**src/hw/ebmcc_pkg.sv**
```systemverilog
package ebmcc_pkg;

    // ****************************************
    // Timing
    // ****************************************
    localparam int CLK_PERIOD_NS = 10;
    localparam int BCLK_MIN_NS = 120;
    localparam int BCLK_MAX_NS = 250;
    localparam int BCLK_MIN_CYC = (BCLK_MIN_NS + CLK_PERIOD_NS - 1) / CLK_PERIOD_NS;
    localparam int BCLK_MAX_CYC = BCLK_MAX_NS / CLK_PERIOD_NS;
    localparam int PERIOD_CNT_W = 6;
    localparam logic [1:0] REARM_BCLKS = 2'h2;
    localparam int DMA_CNT_W = 16;
    localparam logic [15:0] DMA_CNT_RESET = 16'h0000;

    // ****************************************
    // Synchronised pin vector positions
    // ****************************************
    localparam int SYNC_W = 7;
    localparam int PIN_BCLK = 0;
    localparam int PIN_GRANT_B = 1;
    localparam int PIN_READY_B = 2;
    localparam int PIN_WIDE_B = 3;
    localparam int PIN_HALF_B = 4;
    localparam int PIN_BURST_B = 5;
    localparam int PIN_BOARD_RESET = 6;

    // ****************************************
    // Types
    // ****************************************
    typedef struct packed {
        logic [31:0] addr;
        logic [3:0] be;
        logic [31:0] wdata;
        logic write;
        logic mem;
        logic burst;
    } ebmcc_req_t;

    typedef struct packed {
        logic wide;
        logic half;
        logic burst_ok;
    } ebmcc_width_t;

    typedef enum logic [2:0] {
        ST_IDLE = 3'h0,
        ST_REQ = 3'h1,
        ST_ADDR = 3'h3,
        ST_START = 3'h2,
        ST_CMD = 3'h6,
        ST_DONE = 3'h7,
        ST_HOLD = 3'h5
    } ebmcc_state_t;

    localparam ebmcc_req_t REQ_RESET = '0;
    localparam ebmcc_width_t WIDTH_RESET = '0;

endpackage

```
**src/hw/ebmcc_sync.sv**
```systemverilog
`timescale 1ns/1ps

module ebmcc_sync
#(
    parameter int W = 1
)
(
    input wire logic clk_in,
    input wire logic rst_b_in,
    input wire logic [W-1:0] pins_in,
    output logic [W-1:0] pins_out
);

    logic [W-1:0] stage1;
    logic [W-1:0] stage2;
    logic [W-1:0] stage3;

    // ****************************************
    // Three-stage capture
    // ****************************************
    always_ff @(posedge clk_in)
    begin
        if (!rst_b_in)
        begin
            stage1 <= '0;
            stage2 <= '0;
            stage3 <= '0;
        end
        else
        begin
            stage1 <= pins_in;
            stage2 <= stage1;
            stage3 <= stage2;
        end
    end

    // A bit changes only once stages two and three agree
    always_ff @(posedge clk_in)
    begin
        if (!rst_b_in)
        begin
            pins_out <= '0;
        end
        else
        begin
            for (int i = 0; i < W; i++)
            begin
                if (stage2[i] == stage3[i])
                begin
                    pins_out[i] <= stage3[i];
                end
            end
        end
    end

endmodule

```
**src/hw/ebmcc_master.sv**
```systemverilog
`timescale 1ns/1ps

//Behaviour
//- Sampling board reset asserted resets all adapter logic except the synchroniser and bclk_q.
//- Low address lines 0-13 driven while the address latch enable is high.
//- Low address lines stay stable through every command phase, except where a burst cycle loads the next address.
//- Upper-byte enable asserted whenever a transfer uses data byte D8-D15.
//- Slave burst support sampled on rising bus clock edge to decide bursting.
//- Cycle start asserted only after latchable address and memory/IO select valid.
//- Cycle start released on the second rising edge, one and a half bus periods after assertion.
//- Terminal count pulse produced when DMA transfer count reaches terminal value.
//- Write/read select high for writes, low for reads.
//- Write/read valid after cycle start asserts and before command asserts.
//- Write/read held valid as long as latchable address stays valid.
//- Write/read launched from the same edge that asserts cycle start.
//- Cycle start launched on falling edge, command on rising edge.
//- Master request asserted and master grant sampled on falling edges.
//- Slave ready sampled on falling bus clock edge to end the cycle.
//- Slave wide and half acknowledges sampled on rising edge.
//- Memory/IO select high for memory, low for I/O, pipelined between cycles.
//- Master burst indication asserted with address on second and later burst cycles.
module ebmcc_master
(
    input wire logic clk_in,
    input wire logic rst_b_in,
    input wire logic bclk_in,
    input wire logic board_reset_line_in,
    input wire logic master_grant_b_in,
    input wire logic slave_ready_b_in,
    input wire logic slave_wide_ack_b_in,
    input wire logic slave_half_ack_b_in,
    input wire logic slave_burst_support_b_in,
    input wire logic [31:0] data_in,
    output logic master_request_b_out,
    output logic [31:2] latchable_address_lines_out,
    output logic [13:0] low_address_lines_out,
    output logic [3:0] byte_enables_b_out,
    output logic upper_byte_enable_b_out,
    output logic mem_io_out,
    output logic write_read_out,
    output logic start_b_out,
    output logic cmd_b_out,
    output logic master_burst_indication_b_out,
    output logic bus_oe_out,
    output logic [31:0] data_out,
    output logic data_oe_out,
    output logic terminal_count_pulse_out,
    input wire logic req_valid_in,
    input wire ebmcc_pkg::ebmcc_req_t req_in,
    output logic req_ready_out,
    output logic done_out,
    output logic [31:0] rdata_out,
    output ebmcc_pkg::ebmcc_width_t width_out,
    input wire logic dma_count_load_in,
    input wire logic [15:0] dma_count_in,
    output logic bclk_fault_out
);

    // ****************************************
    // Helpers
    // ****************************************
    function automatic logic uses_upper_lane(input logic [3:0] be);
        uses_upper_lane = be[1] | be[3];
    endfunction

    function automatic logic [1:0] low_byte_addr(input logic [3:0] be);
        if (be[0])
            low_byte_addr = 2'h0;
        else if (be[1])
            low_byte_addr = 2'h1;
        else if (be[2])
            low_byte_addr = 2'h2;
        else
            low_byte_addr = 2'h3;
    endfunction

    // ****************************************
    // Pin synchronisation and bus clock edges
    // ****************************************
    logic [ebmcc_pkg::SYNC_W-1:0] pins_s;
    logic bclk_q;
    logic rise_en;
    logic fall_en;
    logic core_rst;

    ebmcc_sync #(.W(ebmcc_pkg::SYNC_W)) u_sync
    (
        .clk_in(clk_in),
        .rst_b_in(rst_b_in),
        .pins_in({board_reset_line_in, slave_burst_support_b_in, slave_half_ack_b_in,
                  slave_wide_ack_b_in, slave_ready_b_in, master_grant_b_in, bclk_in}),
        .pins_out(pins_s)
    );

    always_ff @(posedge clk_in)
    begin
        if (!rst_b_in)
        begin
            bclk_q <= 1'b0;
        end
        else
        begin
            bclk_q <= pins_s[ebmcc_pkg::PIN_BCLK];
        end
    end

    assign rise_en = pins_s[ebmcc_pkg::PIN_BCLK] & ~bclk_q;
    assign fall_en = ~pins_s[ebmcc_pkg::PIN_BCLK] & bclk_q;
    // Board reset sampled asserted clears everything but the synchroniser and bclk_q
    assign core_rst = ~rst_b_in | pins_s[ebmcc_pkg::PIN_BOARD_RESET];

    // ****************************************
    // Bus clock period check
    // ****************************************
    logic [ebmcc_pkg::PERIOD_CNT_W-1:0] period_cnt;

    always_ff @(posedge clk_in)
    begin
        if (core_rst)
        begin
            period_cnt <= '0;
            bclk_fault_out <= 1'b0;
        end
        else if (rise_en)
        begin
            period_cnt <= '0;
            bclk_fault_out <= (period_cnt < ebmcc_pkg::PERIOD_CNT_W'(ebmcc_pkg::BCLK_MIN_CYC - 1)) ||
                              (period_cnt > ebmcc_pkg::PERIOD_CNT_W'(ebmcc_pkg::BCLK_MAX_CYC));
        end
        else if (period_cnt > ebmcc_pkg::PERIOD_CNT_W'(ebmcc_pkg::BCLK_MAX_CYC))
        begin
            bclk_fault_out <= 1'b1;
        end
        else
        begin
            period_cnt <= period_cnt + 1'b1;
        end
    end

    // ****************************************
    // Cycle state machine
    // ****************************************
    ebmcc_pkg::ebmcc_state_t state;
    ebmcc_pkg::ebmcc_req_t cur;
    logic start_half;
    logic [1:0] rearm_cnt;
    logic ready_s;
    logic burst_go;
    logic take_new;
    logic take_burst;

    assign ready_s = ~pins_s[ebmcc_pkg::PIN_READY_B];
    assign burst_go = width_out.burst_ok & cur.burst & req_valid_in & req_in.burst & req_in.write == cur.write
                      & req_in.mem == cur.mem;
    assign take_new = (state == ebmcc_pkg::ST_IDLE) & fall_en;
    assign take_burst = (state == ebmcc_pkg::ST_CMD) & fall_en & ready_s & burst_go;
    assign req_ready_out = (take_new | take_burst) & ~core_rst;

    always_ff @(posedge clk_in)
    begin
        if (core_rst)
        begin
            state <= ebmcc_pkg::ST_IDLE;
            start_half <= 1'b0;
            rearm_cnt <= '0;
        end
        else
        begin
            unique case (state)
                ebmcc_pkg::ST_IDLE:
                begin
                    if (take_new && req_valid_in)
                    begin
                        state <= ebmcc_pkg::ST_REQ;
                    end
                end
                ebmcc_pkg::ST_REQ:
                begin
                    if (fall_en && !pins_s[ebmcc_pkg::PIN_GRANT_B])
                    begin
                        state <= ebmcc_pkg::ST_ADDR;
                    end
                end
                ebmcc_pkg::ST_ADDR:
                begin
                    if (fall_en)
                    begin
                        state <= ebmcc_pkg::ST_START;
                        start_half <= 1'b0;
                    end
                end
                ebmcc_pkg::ST_START:
                begin
                    if (rise_en)
                    begin
                        start_half <= 1'b1;
                        if (start_half)
                        begin
                            state <= ebmcc_pkg::ST_CMD;
                        end
                    end
                end
                ebmcc_pkg::ST_CMD:
                begin
                    if (fall_en && ready_s && !take_burst)
                    begin
                        state <= ebmcc_pkg::ST_DONE;
                    end
                end
                ebmcc_pkg::ST_DONE:
                begin
                    if (rise_en)
                    begin
                        state <= ebmcc_pkg::ST_HOLD;
                        rearm_cnt <= ebmcc_pkg::REARM_BCLKS;
                    end
                end
                ebmcc_pkg::ST_HOLD:
                begin
                    if (rise_en)
                    begin
                        rearm_cnt <= rearm_cnt - 1'b1;
                        if (rearm_cnt == 2'h1)
                        begin
                            state <= ebmcc_pkg::ST_IDLE;
                        end
                    end
                end
                default:
                begin
                    state <= ebmcc_pkg::ST_IDLE;
                end
            endcase
        end
    end

    // ****************************************
    // Captured request
    // ****************************************
    always_ff @(posedge clk_in)
    begin
        if (core_rst)
        begin
            cur <= ebmcc_pkg::REQ_RESET;
        end
        else if (req_valid_in && req_ready_out)
        begin
            cur <= req_in;
        end
    end

    // ****************************************
    // Arbitration pins
    // ****************************************
    always_ff @(posedge clk_in)
    begin
        if (core_rst)
        begin
            master_request_b_out <= 1'b1;
        end
        else if (take_new && req_valid_in)
        begin
            master_request_b_out <= 1'b0;
        end
        else if (state == ebmcc_pkg::ST_DONE && rise_en)
        begin
            master_request_b_out <= 1'b1;
        end
    end

    // ****************************************
    // Address and status group
    // ****************************************
    always_ff @(posedge clk_in)
    begin
        if (core_rst)
        begin
            bus_oe_out <= 1'b0;
            latchable_address_lines_out <= '0;
            low_address_lines_out <= '0;
            mem_io_out <= 1'b0;
            master_burst_indication_b_out <= 1'b1;
        end
        else if (state == ebmcc_pkg::ST_REQ && fall_en && !pins_s[ebmcc_pkg::PIN_GRANT_B])
        begin
            // Address, low address and memory/IO go out together and hold until a burst cycle loads the next address
            bus_oe_out <= 1'b1;
            latchable_address_lines_out <= cur.addr[31:2];
            low_address_lines_out <= {cur.addr[13:2], low_byte_addr(cur.be)};
            mem_io_out <= cur.mem;
            master_burst_indication_b_out <= 1'b1;
        end
        else if (take_burst && req_valid_in)
        begin
            latchable_address_lines_out <= req_in.addr[31:2];
            low_address_lines_out <= {req_in.addr[13:2], low_byte_addr(req_in.be)};
            mem_io_out <= req_in.mem;
            master_burst_indication_b_out <= 1'b0;
        end
        else if (state == ebmcc_pkg::ST_DONE && rise_en)
        begin
            bus_oe_out <= 1'b0;
            master_burst_indication_b_out <= 1'b1;
        end
    end

    // ****************************************
    // Start, command, write/read and byte enables
    // ****************************************
    always_ff @(posedge clk_in)
    begin
        if (core_rst)
        begin
            start_b_out <= 1'b1;
            cmd_b_out <= 1'b1;
            write_read_out <= 1'b0;
            byte_enables_b_out <= 4'hF;
            upper_byte_enable_b_out <= 1'b1;
        end
        else if (state == ebmcc_pkg::ST_ADDR && fall_en)
        begin
            // Status follows start from the same falling edge
            start_b_out <= 1'b0;
            write_read_out <= cur.write;
            byte_enables_b_out <= ~cur.be;
            upper_byte_enable_b_out <= ~uses_upper_lane(cur.be);
        end
        else if (state == ebmcc_pkg::ST_START && rise_en && start_half)
        begin
            start_b_out <= 1'b1;
            cmd_b_out <= 1'b0;
        end
        else if (take_burst && req_valid_in)
        begin
            byte_enables_b_out <= ~req_in.be;
            upper_byte_enable_b_out <= ~uses_upper_lane(req_in.be);
        end
        else if (state == ebmcc_pkg::ST_DONE && rise_en)
        begin
            // Command and byte enables are released together with the address group
            cmd_b_out <= 1'b1;
            byte_enables_b_out <= 4'hF;
            upper_byte_enable_b_out <= 1'b1;
        end
    end

    // ****************************************
    // Slave acknowledges
    // ****************************************
    always_ff @(posedge clk_in)
    begin
        if (core_rst)
        begin
            width_out <= ebmcc_pkg::WIDTH_RESET;
        end
        else if (rise_en && (state == ebmcc_pkg::ST_CMD || (state == ebmcc_pkg::ST_START && start_half)))
        begin
            width_out.wide <= ~pins_s[ebmcc_pkg::PIN_WIDE_B];
            width_out.half <= ~pins_s[ebmcc_pkg::PIN_HALF_B];
            width_out.burst_ok <= ~pins_s[ebmcc_pkg::PIN_BURST_B];
        end
    end

    // ****************************************
    // Data path
    // ****************************************
    always_ff @(posedge clk_in)
    begin
        if (core_rst)
        begin
            data_out <= '0;
            data_oe_out <= 1'b0;
        end
        else if (state == ebmcc_pkg::ST_ADDR && fall_en)
        begin
            data_out <= cur.wdata;
            data_oe_out <= cur.write;
        end
        else if (take_burst && req_valid_in)
        begin
            data_out <= req_in.wdata;
        end
        else if (state == ebmcc_pkg::ST_DONE && rise_en)
        begin
            data_oe_out <= 1'b0;
        end
    end

    always_ff @(posedge clk_in)
    begin
        if (core_rst)
        begin
            rdata_out <= '0;
            done_out <= 1'b0;
        end
        else
        begin
            done_out <= (state == ebmcc_pkg::ST_CMD) && fall_en && ready_s;
            if ((state == ebmcc_pkg::ST_CMD) && fall_en && ready_s && !cur.write)
            begin
                rdata_out <= data_in;
            end
        end
    end

    // ****************************************
    // DMA transfer count and terminal count
    // ****************************************
    logic [ebmcc_pkg::DMA_CNT_W-1:0] dma_cnt;

    always_ff @(posedge clk_in)
    begin
        if (core_rst)
        begin
            dma_cnt <= ebmcc_pkg::DMA_CNT_RESET;
            terminal_count_pulse_out <= 1'b0;
        end
        else
        begin
            if (dma_count_load_in)
            begin
                dma_cnt <= dma_count_in;
            end
            else if (done_out && dma_cnt != '0)
            begin
                dma_cnt <= dma_cnt - 1'b1;
            end
            // Pulse lasts from the terminal transfer to the next rising bus edge
            if (done_out && dma_cnt == 16'h0001 && !dma_count_load_in)
            begin
                terminal_count_pulse_out <= 1'b1;
            end
            else if (rise_en)
            begin
                terminal_count_pulse_out <= 1'b0;
            end
        end
    end

endmodule

```
**config.mk**
```make
export PLATFORM = sky130hd
export DESIGN_NAME = ebmcc_master
export DESIGN_NICKNAME = d
export VERILOG_FILES = /design/src/hw/ebmcc_pkg.sv /design/src/hw/ebmcc_sync.sv /design/src/hw/ebmcc_master.sv
export SDC_FILE = /design/constraint.sdc
export NUM_CORES = 1
export LEC_CHECK = 0
export ABC_AREA = 1
export BUFFER_PORTS_ARGS = -buffer_cell sky130_fd_sc_hd__buf_4
export CORE_MARGIN = 5
export CORE_UTILIZATION = 40
export DETAILED_ROUTE_END_ITERATION = 7
export GPL_TIMING_DRIVEN = 0
export SYNTH_ARGS = -nofsm -noshare
export SYNTH_HDL_FRONTEND = slang
export SYNTH_HIERARCHICAL = 1
export SYNTH_SLANG_ARGS = --single-unit
```
**constraint.sdc**
```tcl
create_clock -name clk_in -period 1.85 [get_ports clk_in]
set_input_delay 0.37 -clock clk_in [delete_from_list [all_inputs] [get_ports clk_in]]
set_output_delay 0.37 -clock clk_in [all_outputs]
set_load 0.05 [all_outputs]
```
==> results.toml <==
[outcome]
status = "complete, but fails checks"
violations = "setup timing"

[worst_hold_path]
hold_end = "u_sync/stage1[4]"
holdCritPathClass = "in -> reg"
min_path_cells = 3
min_from = "slave_half_ack_b_in"

[routing]
wl_met3_mm = 3.20
vias = 10060
dr.pass1.iters = 5
routed_wl_mm = 33.0
met1_length_mm = 14.2
drc = 0
via_per_inst = 5.04
drt_iter0_drc = 753
wl_per_cell_microns = 16.5
route.met2.wl_mm = 14.8
postRouteAntennaNets = 0
routed.top_layer = "met4"

[job]
drv_cap = 0

[placed_design]
numPortBuffers = 253
place.gp.congestion = 0.871
hpwl_mm = 23.9
placed_cells = 1918

[timing]
hold_violations = 0
layout_setup_ws_ps = -284
post-route-period-util_pct = 115
worstMarginPinSlew_ps = 689
clock_skew_ps = 20.0
finalMaxSlewViolations = 0
fin_tns_setup_ps = -522
rsz0062_at_grt = "true"
setup_viol = 5
fin_crit_ps = 2130
slew_headroom_pct = 54.0
max_freq_ghz = 0.469

[yosys]
synth_most_common_cell = "nand2_1"
synth.area.top_cells = "dfxtp_1, nand3_1, nand2_1"
async_reset_ff_share_pct = 0
synth_fp_nets = 1480
yosysWarnings = 6
synthDistinctLibCells = 38
ys_seq_area_share_pct = 48.2
syn_inst = 1341
synthFlopType = "dfxtp_1"
synth-seq-cells = 241
synth_top_cell_area_share_pct = 48.2
synth_area_leader_cell = "dfxtp_1"
synthesis.area_sq_um = 10000
synth_commonest_cells = "nand2_1, dfxtp_1, nand3_1"
syn_avg_cell_area_sq_um = 7.46
synth_edf_count = 0

[power]
p_per_area_nw_per_um2 = 874
peakVddDrop_v = 0.000691
p_leak_nw = 6.25
power_mw = 12.1

[global_route]
grt_max_degree = 14
grt_pass1_wl_mm = 51.7
track_usage_pct = 22.2
antenna_found_initial = 0
grt-ovfl-total = 0
grt_pass1_vias = 9744

[critical_path]
r2r-end = "cur[53]"
arrival_ps = 1760
worstPathMaxFanout = 8
worstPathRequired_ps = 1480
endpoint_kind = "output port"
reg2regPathDepth = 10
start_kind = "register"
path_class = "reg -> out"
rrSetupSlack_ps = -80

[final_layout]
layout-drive-gt1-share_pct = 27.1
fill_cells = 2382
fin_cells = 1998
num_antenna_cells = 0
area_delta_synth_final_pct = 37.9
nets = 1793

[floorplan]
start_util_pct = 40.9
fp.dieW_microns = 168
pin_count = 258
dieArea_sq_um = 28300
row_count = 57
die_h_microns = 168
core-area_sq_um = 24500

[clocking]
cts_tree = "yes"
clk_path_buf_depth = 3
cts_hold_buf = 0
cts_buffers = 27
cts_sinks = 241
htree_num_levels = 1
clk_pin_slew_ps = 60
cts-root-buf = "clkbuf_16"
clk_latency_ps = 530
[what timing repair did]
item / CTS / global route
setup buffers: 18 / 16
cloned: 0 / 3
pin swaps: 7 / 17
setup endpoints to repair: 206 / 191
resized for setup: 36 / 86
[layout make-up]
cell class / count / area, sq um / share of cell area (%)
Sequential cell: 241 / 4840 / 35.1
Multi-Input combinational cell: 891 / 4380 / 31.8
Timing Repair Buffer: 284 / 2180 / 15.8
Clock buffer: 34 / 742 / 5.38
Buffer: 96 / 611 / 4.43
Inverter: 113 / 444 / 3.22
Tap cell: 324 / 405 / 2.94
Clock inverter: 15 / 188 / 1.36
[layout by cell type (no fill, tap or decap), drive strengths merged]
cell type  synthesis  routed
buf               57     336
nand2            278     278
dfxtp            241     241
nand3            232     233
a21oi            135     135
inv              112     112
nor2              91      91
o21ai             83      83
clkbuf            40      78
a31oi             29      29
clkinv             1      11
ha                 9       9
nand3b             5       5
xor2               5       5
nor3               5       5
bufinv             0       4
o211ai             3       3
mux2i              3       3
o21bai             3       3
a211oi             2       2
nand4              2       2
xnor2              2       2
and2               1       1
o21a               1       1
or2                1       1
clkinvlp           0       1
[metal layers]
layer	track usage (%)	vias up
met5	0	-
met2	35.6	346
met1	29.5	4622
met4	5.33	0
li1	-	5050
met3	6.73	42
[registers in the layout, summed over array words and instances (netlist names), 2 cells and up, named ones only]
signal,flops
latchable_address_lines_out,30
data_out,32
width_out,3
u_sync/stage2,7
low_address_lines_out,2
dma_cnt,16
state,2
u_sync/stage3,7
u_sync/stage1,7
period_cnt,6
u_sync/pins_out,7
byte_enables_b_out,4
rearm_cnt,2
rdata_out,32
cur,69
[power breakdown]
group | internal, mW | switching, mW
Combinational | 0.444 | 0.634
Clock | 3.40 | 2.20
Sequential | 5.27 | 0.110
Total | 9.11 | 2.94
[worst max-delay path, cell delays in order (launching register included)]
cell and delay (ps):
dfxtp_2 440, nand3_4 140, nor2_4 170, nand2_4 70
a21oi_4 150, buf_6 130, buf_8 130
[metrics by stage]
| step | hold slack, ps | util (%) | setup WS (ps) | cell area [sq um] |
|---|---|---|---|---|
| 2_1_floorplan | 386 | - | 84.2 | 10000 |
| 3_3_place_gp | 394 | 50.3 | -818 | 12300 |
| 3_5_place_dp | 392 | 50.3 | -841 | 12300 |
| 4_1_cts | 1.62 | 55.1 | -347 | 13500 |
| 5_1_grt | 16.1 | 56.4 | -353 | 13800 |
| 6_report | 29.7 | 56.4 | -284 | 13800 |
[worst max path at each step]
stage	startpoint	to	cells after the start
after floorplan	req_valid_in	req_ready_out	8
after global placement	rst_b_in	rdata_out[31]	7
after detailed placement	rst_b_in	data_out[29]	7
after CTS	u_sync/pins_out[0]	req_ready_out	9
after global routing	u_sync/pins_out[0]	req_ready_out	9
final	register	req_ready_out	6
[kinds of logic after synthesis]
| logic type | Yosys count | share of synthesized area (%) |
|---|---|---|
| muxes | 3 | 0.300 |
| buffers and inverters | 210 | 9.46 |
| AOI/OAI and AO/OA | 256 | 13.4 |
| DFF | 241 | 48.2 |
| and+or+nand+nor | 615 | 26.8 |
| xor gates and xnor gates | 7 | 0.613 |
| adders and majority gates | 9 | 1.13 |
Note: power is estimated with default switching activity, not from simulation.
